`config.mk`:
```
export PLATFORM = sky130hd
export DESIGN_NAME = htx_regs
export DESIGN_NICKNAME = d
export VERILOG_FILES = /design/src/rtl/htx_pkg.sv /design/src/rtl/htx_regs.sv
export SDC_FILE = /design/constraint.sdc
export NUM_CORES = 1
export LEC_CHECK = 0
export ABC_AREA = 1
export BUFFER_PORTS_ARGS = -buffer_cell sky130_fd_sc_hd__buf_2
export CELL_PAD_IN_SITES_DETAIL_PLACEMENT = 1
export CELL_PAD_IN_SITES_GLOBAL_PLACEMENT = 1
export CORE_ASPECT_RATIO = 0.8
export CORE_MARGIN = 10
export CORE_UTILIZATION = 36
export DETAILED_ROUTE_END_ITERATION = 6
export PLACE_DENSITY_LB_ADDON = 0.1
export SYNTH_ARGS = -nofsm -noshare
export SYNTH_HDL_FRONTEND = slang
export SYNTH_SLANG_ARGS = --single-unit
```
`constraint.sdc`:
```
create_clock -name pclk -period 2.6 [get_ports pclk]
set_clock_uncertainty 0.15 [all_clocks]
set_input_delay 0.78 -clock pclk [delete_from_list [all_inputs] [get_ports pclk]]
set_output_delay 0.78 -clock pclk [all_outputs]
set_load 0.05 [all_outputs]
```
`src/rtl/htx_pkg.sv`:
```
// Operation
// - Swing field at bits 5:4: 00 180 mV, 01 200 mV, 1x 220 mV.
// - Swing loads from straps at reset; software may overwrite later.
// - Pre-emphasis field at bits 1:0: 00 1.5 dB, 01 0 dB, 1x 2.5 dB.
// - Pre-emphasis loads from strap one at reset: high gives 1x, else 01.
// - Timeout limit low byte is read-write at index 0x10.
// - Timeout limit high byte is read-write at index 0x11.
// - Both timeout limit bytes reset to 0xff.
// - A turnaround request restarts the timeout counter from zero.
// - A turnaround acknowledge without a same-cycle request stops the timeout counter at once.
// - Far side must acknowledge in time; on expiry the turnaround aborts.
// - The timeout counter advances only on the low-power transmit clock.
package htx_pkg;

    // ****************************************************************
    // Register indices (byte address is four times the index)
    // ****************************************************************
    localparam logic [7:0] HTX_IDX_SWING_PREEMPH = 8'h0e;
    localparam logic [7:0] HTX_IDX_LIMIT_LOW = 8'h10;
    localparam logic [7:0] HTX_IDX_LIMIT_HIGH = 8'h11;
    localparam logic [7:0] HTX_IDX_STATUS = 8'h12;

    // ****************************************************************
    // Field positions and reset values
    // ****************************************************************
    localparam int HTX_SWING_LSB = 4;
    localparam int HTX_PREEMPH_LSB = 0;
    localparam logic [7:0] HTX_LIMIT_RESET = 8'hff;
    localparam int HTX_STAT_ACTIVE_BIT = 0;
    localparam int HTX_STAT_EXPIRED_BIT = 1;

    // ****************************************************************
    // Level codes
    // ****************************************************************
    localparam logic [1:0] HTX_STRAP_LOW = 2'h0;
    localparam logic [1:0] HTX_STRAP_MID = 2'h1;
    localparam logic [1:0] HTX_STRAP_HIGH = 2'h2;
    localparam logic [1:0] HTX_SWING_180 = 2'h0;
    localparam logic [1:0] HTX_SWING_200 = 2'h1;
    localparam logic [1:0] HTX_SWING_220 = 2'h2;
    localparam logic [1:0] HTX_PRE_1P5 = 2'h0;
    localparam logic [1:0] HTX_PRE_0 = 2'h1;
    localparam logic [1:0] HTX_PRE_2P5 = 2'h2;

    // Turnaround timer states
    typedef enum logic [1:0] {HTX_IDLE, HTX_COUNT, HTX_EXPIRED} htx_ta_type;

endpackage

```
`src/rtl/htx_regs.sv`:
```
module htx_regs
    import htx_pkg::*;
(
    input wire logic pclk,
    input wire logic presetn,
    input wire logic psel,
    input wire logic penable,
    input wire logic pwrite,
    input wire logic [31:0] paddr,
    input wire logic [31:0] pwdata,
    input wire logic [3:0] pstrb,
    output logic [31:0] prdata,
    output logic pready,
    output logic pslverr,
    input wire logic [1:0] strap_pin_zero,
    input wire logic [1:0] strap_pin_one,
    input wire logic lptx_clk,
    input wire logic turnaround_req,
    input wire logic turnaround_ack,
    output logic [1:0] hs_swing_level,
    output logic [1:0] hs_preemph_level,
    output logic turnaround_active,
    output logic turnaround_abort
);

    // ****************************************************************
    // Register state
    // ****************************************************************
    logic [1:0] swing_r, swing_nxt;
    logic [1:0] preemph_r, preemph_nxt;
    logic [7:0] lim_lo_r, lim_lo_nxt;
    logic [7:0] lim_hi_r, lim_hi_nxt;
    logic straps_done_r, straps_done_nxt;
    logic [31:0] prdata_r, prdata_nxt;
    logic pready_r, pready_nxt;
    logic pslverr_r, pslverr_nxt;
    logic [7:0] idx;
    logic mapped;
    logic wr_fire;
    logic [1:0] strap_swing;
    logic [1:0] strap_preemph;
    logic [7:0] swpe_view;
    logic sel_swpe;
    logic sel_lo;
    logic sel_hi;
    logic sel_stat;

    // ****************************************************************
    // Turnaround timer state
    // ****************************************************************
    htx_ta_type ta_r, ta_nxt;
    logic [15:0] cnt_r, cnt_nxt;
    logic lptx_prev_r, lptx_prev_nxt;
    logic abort_r, abort_nxt;
    logic active_r, active_nxt;
    logic lptx_rise;
    logic [15:0] limit;

    // ****************************************************************
    // Address decode
    // ****************************************************************
    // Word index; byte address is four times the index
    assign idx = paddr[9:2];

    // One select per implemented word
    assign sel_swpe = (idx == HTX_IDX_SWING_PREEMPH);
    assign sel_lo = (idx == HTX_IDX_LIMIT_LOW);
    assign sel_hi = (idx == HTX_IDX_LIMIT_HIGH);
    assign sel_stat = (idx == HTX_IDX_STATUS);

    // Anything else, or a misaligned address, answers with an error
    assign mapped = (paddr[31:10] == 22'h0) && (paddr[1:0] == 2'h0) &&
                    (sel_swpe || sel_lo || sel_hi || sel_stat);

    // Write lands at the completing edge, low byte lane only
    assign wr_fire = psel && penable && pready_r && pwrite && mapped && pstrb[0];

    // Full 16-bit limit seen by the timer
    assign limit = {lim_hi_r, lim_lo_r};

    // Slow clock sampled as data: a rise is high now, low one edge ago
    assign lptx_rise = lptx_clk && !lptx_prev_r;

    // Transmit settings view, reserved bits held at zero
    // reserved read zero
    assign swpe_view = {2'h0, swing_r, 2'h0, preemph_r};

    // ****************************************************************
    // Strap decode
    // ****************************************************************
    // Straps are three-level: low, mid, high; the unused code 11 is
    // treated like mid, so a floating or odd strap never picks the
    // strongest setting. The board keeps the straps steady after reset
    // release, so the first clock edge takes a settled value.

    // Strap decode for swing
    // strap swing decode
    always_comb begin
        if (strap_pin_zero == HTX_STRAP_HIGH) begin
            strap_swing = HTX_SWING_220;
        end else if (strap_pin_zero == HTX_STRAP_LOW &&
                     strap_pin_one == HTX_STRAP_HIGH) begin
            strap_swing = HTX_SWING_220;
        end else begin
            strap_swing = HTX_SWING_200;
        end
    end

    // Strap decode for pre-emphasis
    // strap preemph decode
    always_comb begin
        if (strap_pin_one == HTX_STRAP_HIGH) begin
            strap_preemph = HTX_PRE_2P5;
        end else begin
            strap_preemph = HTX_PRE_0;
        end
    end

    // ****************************************************************
    // Register file next state
    // ****************************************************************
    always_comb begin
        swing_nxt = swing_r;
        preemph_nxt = preemph_r;
        lim_lo_nxt = lim_lo_r;
        lim_hi_nxt = lim_hi_r;
        straps_done_nxt = 1'b1;
        if (!straps_done_r) begin
            swing_nxt = strap_swing;
            preemph_nxt = strap_preemph;
        end else if (wr_fire && pstrb[0]) begin
            case (idx)
                HTX_IDX_SWING_PREEMPH: begin
                    swing_nxt = pwdata[HTX_SWING_LSB +: 2];
                    preemph_nxt = pwdata[HTX_PREEMPH_LSB +: 2];
                end
                HTX_IDX_LIMIT_LOW: lim_lo_nxt = pwdata[7:0];
                HTX_IDX_LIMIT_HIGH: lim_hi_nxt = pwdata[7:0];
                default: ;
            endcase
        end
    end

    // ****************************************************************
    // APB answer: ready one cycle into the access phase
    // ****************************************************************
    always_comb begin
        pready_nxt = 1'b0;
        pslverr_nxt = 1'b0;
        prdata_nxt = prdata_r;
        // Answer one edge into the access phase, never twice in a row
        if (psel && penable && !pready_r) begin
            pready_nxt = 1'b1;
            // Unmapped or misaligned: error pulse and zero data
            pslverr_nxt = !mapped;
            prdata_nxt = 32'h0;
            if (!pwrite && mapped) begin
                case (idx)
                    HTX_IDX_SWING_PREEMPH: prdata_nxt = {24'h0, swpe_view};
                    HTX_IDX_LIMIT_LOW: prdata_nxt = {24'h0, lim_lo_r};
                    HTX_IDX_LIMIT_HIGH: prdata_nxt = {24'h0, lim_hi_r};
                    HTX_IDX_STATUS: begin
                        prdata_nxt[HTX_STAT_ACTIVE_BIT] = active_r;
                        prdata_nxt[HTX_STAT_EXPIRED_BIT] = (ta_r == HTX_EXPIRED);
                    end
                    default: prdata_nxt = 32'h0;
                endcase
            end
        end
    end

    // Register file flops; swing and pre-emphasis hold mid codes until
    // the first edge after reset release, when the straps are taken
    always_ff @(posedge pclk or negedge presetn) begin
        if (!presetn) begin
            swing_r <= HTX_SWING_200;
            preemph_r <= HTX_PRE_0;
            lim_lo_r <= HTX_LIMIT_RESET;
            lim_hi_r <= HTX_LIMIT_RESET;
            straps_done_r <= 1'b0;
        end else begin
            swing_r <= swing_nxt;
            preemph_r <= preemph_nxt;
            lim_lo_r <= lim_lo_nxt;
            lim_hi_r <= lim_hi_nxt;
            straps_done_r <= straps_done_nxt;
        end
    end

    // ****************************************************************
    // APB answer flops
    // ****************************************************************
    // Ready, error and read data are registered together, so the
    // answer stands for exactly one cycle and read data then holds
    always_ff @(posedge pclk or negedge presetn) begin
        if (!presetn) begin
            prdata_r <= 32'h0;
            pready_r <= 1'b0;
            pslverr_r <= 1'b0;
        end else begin
            prdata_r <= prdata_nxt;
            pready_r <= pready_nxt;
            pslverr_r <= pslverr_nxt;
        end
    end

    // ****************************************************************
    // Turnaround timeout timer
    // ****************************************************************
    // The slow clock is seen only through its rising edge, so a slow
    // clock that stops simply freezes the count.
    // A request wins over an acknowledge in the same cycle, so a fresh
    // turnaround always restarts from zero.
    // The count stops at the limit and never wraps: a limit of zero
    // aborts at the first slow rise, 0xffff still ends in time.
    // An acknowledge while not counting is ignored.
    always_comb begin
        ta_nxt = ta_r;
        cnt_nxt = cnt_r;
        abort_nxt = 1'b0;
        lptx_prev_nxt = lptx_clk;
        if (turnaround_req) begin
            ta_nxt = HTX_COUNT;
            cnt_nxt = 16'h0;
        end else begin
            case (ta_r)
                HTX_COUNT: begin
                    if (turnaround_ack) begin
                        ta_nxt = HTX_IDLE;
                    end else if (lptx_rise) begin
                        if (cnt_r >= limit) begin
                            ta_nxt = HTX_EXPIRED;
                            abort_nxt = 1'b1;
                        end else begin
                            cnt_nxt = cnt_r + 16'h1;
                        end
                    end
                end
                HTX_IDLE: ta_nxt = HTX_IDLE;
                HTX_EXPIRED: ta_nxt = HTX_EXPIRED;
                default: ta_nxt = HTX_IDLE;
            endcase
        end
        active_nxt = (ta_nxt == HTX_COUNT);
    end

    // Timer flops; the abort pulse and the drop of active share an edge
    always_ff @(posedge pclk or negedge presetn) begin
        if (!presetn) begin
            ta_r <= HTX_IDLE;
            cnt_r <= 16'h0;
            abort_r <= 1'b0;
            active_r <= 1'b0;
            lptx_prev_r <= 1'b0;
        end else begin
            ta_r <= ta_nxt;
            cnt_r <= cnt_nxt;
            abort_r <= abort_nxt;
            active_r <= active_nxt;
            lptx_prev_r <= lptx_prev_nxt;
        end
    end

    // ****************************************************************
    // Outputs
    // ****************************************************************
    // Every output comes straight from a flop
    assign prdata = prdata_r;
    assign pready = pready_r;
    assign pslverr = pslverr_r;
    assign hs_swing_level = swing_r;
    assign hs_preemph_level = preemph_r;
    assign turnaround_active = active_r;
    assign turnaround_abort = abort_r;

endmodule

```
==> out/metrics.sh <==
STATUS='completed'
GLOBALROUTETOTALUTIL_PCT=14.3
CRITICAL_PATH.MAX_FANOUT=14
FLOORPLAN.INITIALDENSITY_PCT=37.2
FINAL_CORE_UTILIZATION_PCT=43.9
GRT_START_MAX_NET_PINS=28
CRITICAL_PATH.MAX_STAGE_DELAY_PS=540
CTS_TREE='built'
AREA.GROWTH.SYNTH_TO_FINAL_PCT=18.2
CHIPHEIGHT_UM=107
H-TREE-DEPTH=2
GRT_PASS1_VIAS=3145
TIMING.CRITICAL_PATH.MODE_CELL='sky130_fd_sc_hd__nand2_1'
CRIT_CHAIN='inv_1 > ha_1 > nand2_1 > nor2_1 > nor2_1 > nand2_1 > nand2_1 > nand2_1 > nand2_1 > nand2_1 > nor2_4 > buf_12 > nand2_1 > o21ai_0 > nor2_1'
DRT_FIRST_ITER_VIOLATIONS=125
YS_FF_LATCH=52
SYNTHESIS.AREA_UM2=3400
CRITPATHLAUNCHTYPE='flip-flop'
DRC=0
SYNTH_LARGEST_TYPE_AREA_FRACTION_PCT=25.0
ANTENNA-DIODE-COUNT=0
VDD_DROP_MAX_V=0.000228
BUFFERS_ADDED_ON_PORTS=68
DPL.HPWL_UM=8140
POST_SYNTH_INST_COUNT=444
GRT_ANTENNA_BEFORE_REPAIR=0
SETUP_VIOLATIONS=0
REQUIRED_PS=2640
CRITICAL_PATH.SLOWEST_CELL='sky130_fd_sc_hd__dfstp_2'
WORST_HOLD_PATH_TYPE='input pin to asynchronous set/reset pin'
POST_ROUTE_CELLS_DRIVE_ABOVE_1_SHARE_PCT=26.1
CP-END-KIND='flip-flop'
SYNTH.AREA.TOP_CELLS='sky130_fd_sc_hd__dfrtp_1, sky130_fd_sc_hd__dfstp_2, sky130_fd_sc_hd__nand2_1'
MAX_CAP_VIOL_COUNT=0
SYNTH_WARNINGS=0
DETAIL_ROUTE.VIAS_PER_CELL=4.79
FINAL-MAX-SLEW-VIOLATION-COUNT=0
ROUTED_WL_UM=9750
CRITICAL_PATH_CLASS='flip-flop to flip-flop'
CELLPOWERDENSITY_nW_PER_UM2=460
TRITONCTS_NUM_SINKS=52
CLK_PATH_BUF_DEPTH=2
CLKLATENCYLATEPIN_PS=300
CLOCKROOTBUFFER='sky130_fd_sc_hd__clkbuf_16'
SYNTH_SEQUENTIAL_AREA_RATIO_PCT=38.9
CRITICAL_PATH_BUF_INV_COUNT=2
FLOORPLAN.CORE_AREA_UM2=9150
DRT-WIRELENGTH-PER-CELL_UM=15.3
CTS_INSERTED_BUFFERS=5
PLACEMENT_ROWS=31
MOSTFREQUENTLAYOUTCELL='sky130_fd_sc_hd__nand2_1'
DRT_PASS1_ITERATIONS=4
FINALHOLDVIOLATIONS=0
CP.ARRIVAL_PS=2380
DIE-AREA_UM2=13800
PIN_COUNT=120
FINALSETUPTNS_PS=0
POST_LAYOUT_NET_COUNT=619
NUMBER_OF_ANTENNA_VIOLATING_NETS_IN_THE_ROUTED_DESIGN=0
WORST_PATH_DOMINANT_CELL_FAMILY='simple AND/OR/NAND/NOR gates'
YOSYSTOPAREACELL='sky130_fd_sc_hd__dfrtp_1'
RSZ0062_AT_GRT='false'
GLOBALPLACE.CONGESTION=0.799
GRT_REMAINING_OVERFLOW=0
FMAX_GHz=0.427
DETAILROUTE.VIA_COUNT=3044
CLK_TRANSITION_REPORTED_PATHS_PS=70
LEAKAGEPOWER_uW=0.00203
GLOBAL_ROUTE_WIRE_LENGTH_BEFORE_REPAIR_UM=16000
POST_SYNTH_NUM_CELL_TYPES=35
POST-CTS-SETUP-BUFFER-COUNT=0
CHIPWIDTH_UM=129
FINAL.PERIOD_UTILIZATION_PCT=90.1
SYN_AVG_CELL_AREA_UM2=7.66
LEADING_CELL_TYPES_IN_THE_LAYOUT_FILL_AND_TAPS_EXCLUDED='sky130_fd_sc_hd__nand2_1, sky130_fd_sc_hd__buf_2, sky130_fd_sc_hd__inv_1'
FINAL.MIN_CLOCK_PERIOD_PS=2340
## layer usage
metal	share of wire, %	GRT usage [%]
met1	49	19.5
met2	44	22.4
met3	5.7	3.45
met4	0.84	3.48
met5	0	0
## metrics by stage
stage | cell area (um^2) | hold WS, ps | setup WS (ps) | total power (uW) | cells
3_3_place_gp | 3840 | 314 | 168 | 1100 | 628
4_1_cts | 4010 | 248 | 146 | 1880 | 636
3_5_place_dp | 3840 | 313 | 125 | 1110 | 628
6_report | 4020 | 247 | 258 | 1850 | 636
5_1_grt | 4020 | 269 | 20.0 | 1940 | 636
2_1_floorplan | 3490 | 304 | 500 | 1040 | 467
## state kept, by name, indices dropped and copies added, names as in the netlist
register,cells
cnt_r,16
hs_preemph_level,2
hs_swing_level,2
lim_hi_r,8
lim_lo_r,8
lptx_prev_r,1
prdata,8
pready,1
pslverr,1
straps_done_r,1
ta_r,2
turnaround_abort,1
turnaround_active,1
## cell families after synthesis
family	count (synthesis)	synth area share, %
adders and majority gates	19	6.99
and+or+nand+nor	219	28.5
AOI/OAI and AO/OA	55	10.5
other	2	0.221
buffers and inverters	90	13.1
DFF	52	38.9
xor gates and xnor gates	7	1.80
## where the power goes
| group | total (uW) | internal [uW] | switching, uW |
|---|---|---|---|
| logic | 258 | 60.3 | 197 |
| clock network | 758 | 444 | 313 |
| registers | 836 | 825 | 10.8 |
| total | 1850 | 1330 | 521 |
## worst reg2reg max path, cell delays in order (launching register included)
cell and delay, ps:
sky130_fd_sc_hd__dfstp_2 540, sky130_fd_sc_hd__inv_1 70, sky130_fd_sc_hd__ha_1 310, sky130_fd_sc_hd__nand2_1 90, sky130_fd_sc_hd__nor2_1 50, sky130_fd_sc_hd__nor2_1 80, sky130_fd_sc_hd__nand2_1 60, sky130_fd_sc_hd__nand2_1 50
sky130_fd_sc_hd__nand2_1 60, sky130_fd_sc_hd__nand2_1 60, sky130_fd_sc_hd__nand2_1 150, sky130_fd_sc_hd__nor2_4 160, sky130_fd_sc_hd__buf_12 150, sky130_fd_sc_hd__nand2_1 70, sky130_fd_sc_hd__o21ai_0 150, sky130_fd_sc_hd__nor2_1 50
## cells in the mapped netlist
master                     count
sky130_fd_sc_hd__a21boi_0      1
sky130_fd_sc_hd__a21oi_1      14
sky130_fd_sc_hd__a221oi_1      1
sky130_fd_sc_hd__buf_1         1
sky130_fd_sc_hd__buf_2         2
sky130_fd_sc_hd__buf_4        24
sky130_fd_sc_hd__buf_6         2
sky130_fd_sc_hd__clkbuf_1      1
sky130_fd_sc_hd__clkinv_1      1
sky130_fd_sc_hd__conb_1        2
sky130_fd_sc_hd__dfrtp_1      34
sky130_fd_sc_hd__dfstp_2      18
sky130_fd_sc_hd__ha_1         19
sky130_fd_sc_hd__inv_1        57
sky130_fd_sc_hd__inv_2         2
sky130_fd_sc_hd__nand2_1     119
sky130_fd_sc_hd__nand2_2       8
sky130_fd_sc_hd__nand3_1      25
sky130_fd_sc_hd__nand3_2       2
sky130_fd_sc_hd__nand3b_1      2
sky130_fd_sc_hd__nand4_1       4
sky130_fd_sc_hd__nor2_1       36
sky130_fd_sc_hd__nor2_2        3
sky130_fd_sc_hd__nor2_4        2
sky130_fd_sc_hd__nor3_1       10
sky130_fd_sc_hd__nor3_4        1
sky130_fd_sc_hd__nor4_1        5
sky130_fd_sc_hd__o21a_1        2
sky130_fd_sc_hd__o21ai_0      14
sky130_fd_sc_hd__o21ai_2      16
sky130_fd_sc_hd__o221ai_1      1
sky130_fd_sc_hd__o22ai_1       6
sky130_fd_sc_hd__or2_0         1
sky130_fd_sc_hd__or3_1         1
sky130_fd_sc_hd__xor2_1        7
## timing repair
action	4_1_cts	5_1_grt
hold buffers	0	0
gates resized for setup	0	2
endpoints found under the setup margin	0	9
## path summary, 6_finish.rpt
kind	start	endpoint	slack, ps	cells past startpoint
setup / recovery	lim_lo_r[3]	cnt_r[11]	260	15
min in group pclk	lim_hi_r[5]	lim_hi_r[5]	320	2
hold / removal	presetn	pslverr	250	1
hold reg to reg	lim_hi_r[5]	lim_hi_r[5]	320	2
max in group asynchronous	presetn	lim_hi_r[3]	1470	2
setup reg to reg	lim_lo_r[3]	cnt_r[11]	260	15
## final cells by class
| type | instances | area [um^2] |
|---|---|---|
| Clock buffer | 7 | 164 |
| Clock inverter | 1 | 8.76 |
| Fill cell | 1185 | 5130 |
| Inverter | 60 | 225 |
| Multi-Input combinational cell | 325 | 1730 |
| Sequential cell | 52 | 1320 |
| Tap cell | 115 | 144 |
| Timing Repair Buffer | 76 | 425 |
Note: power is estimated with default switching activity, not from simulation.
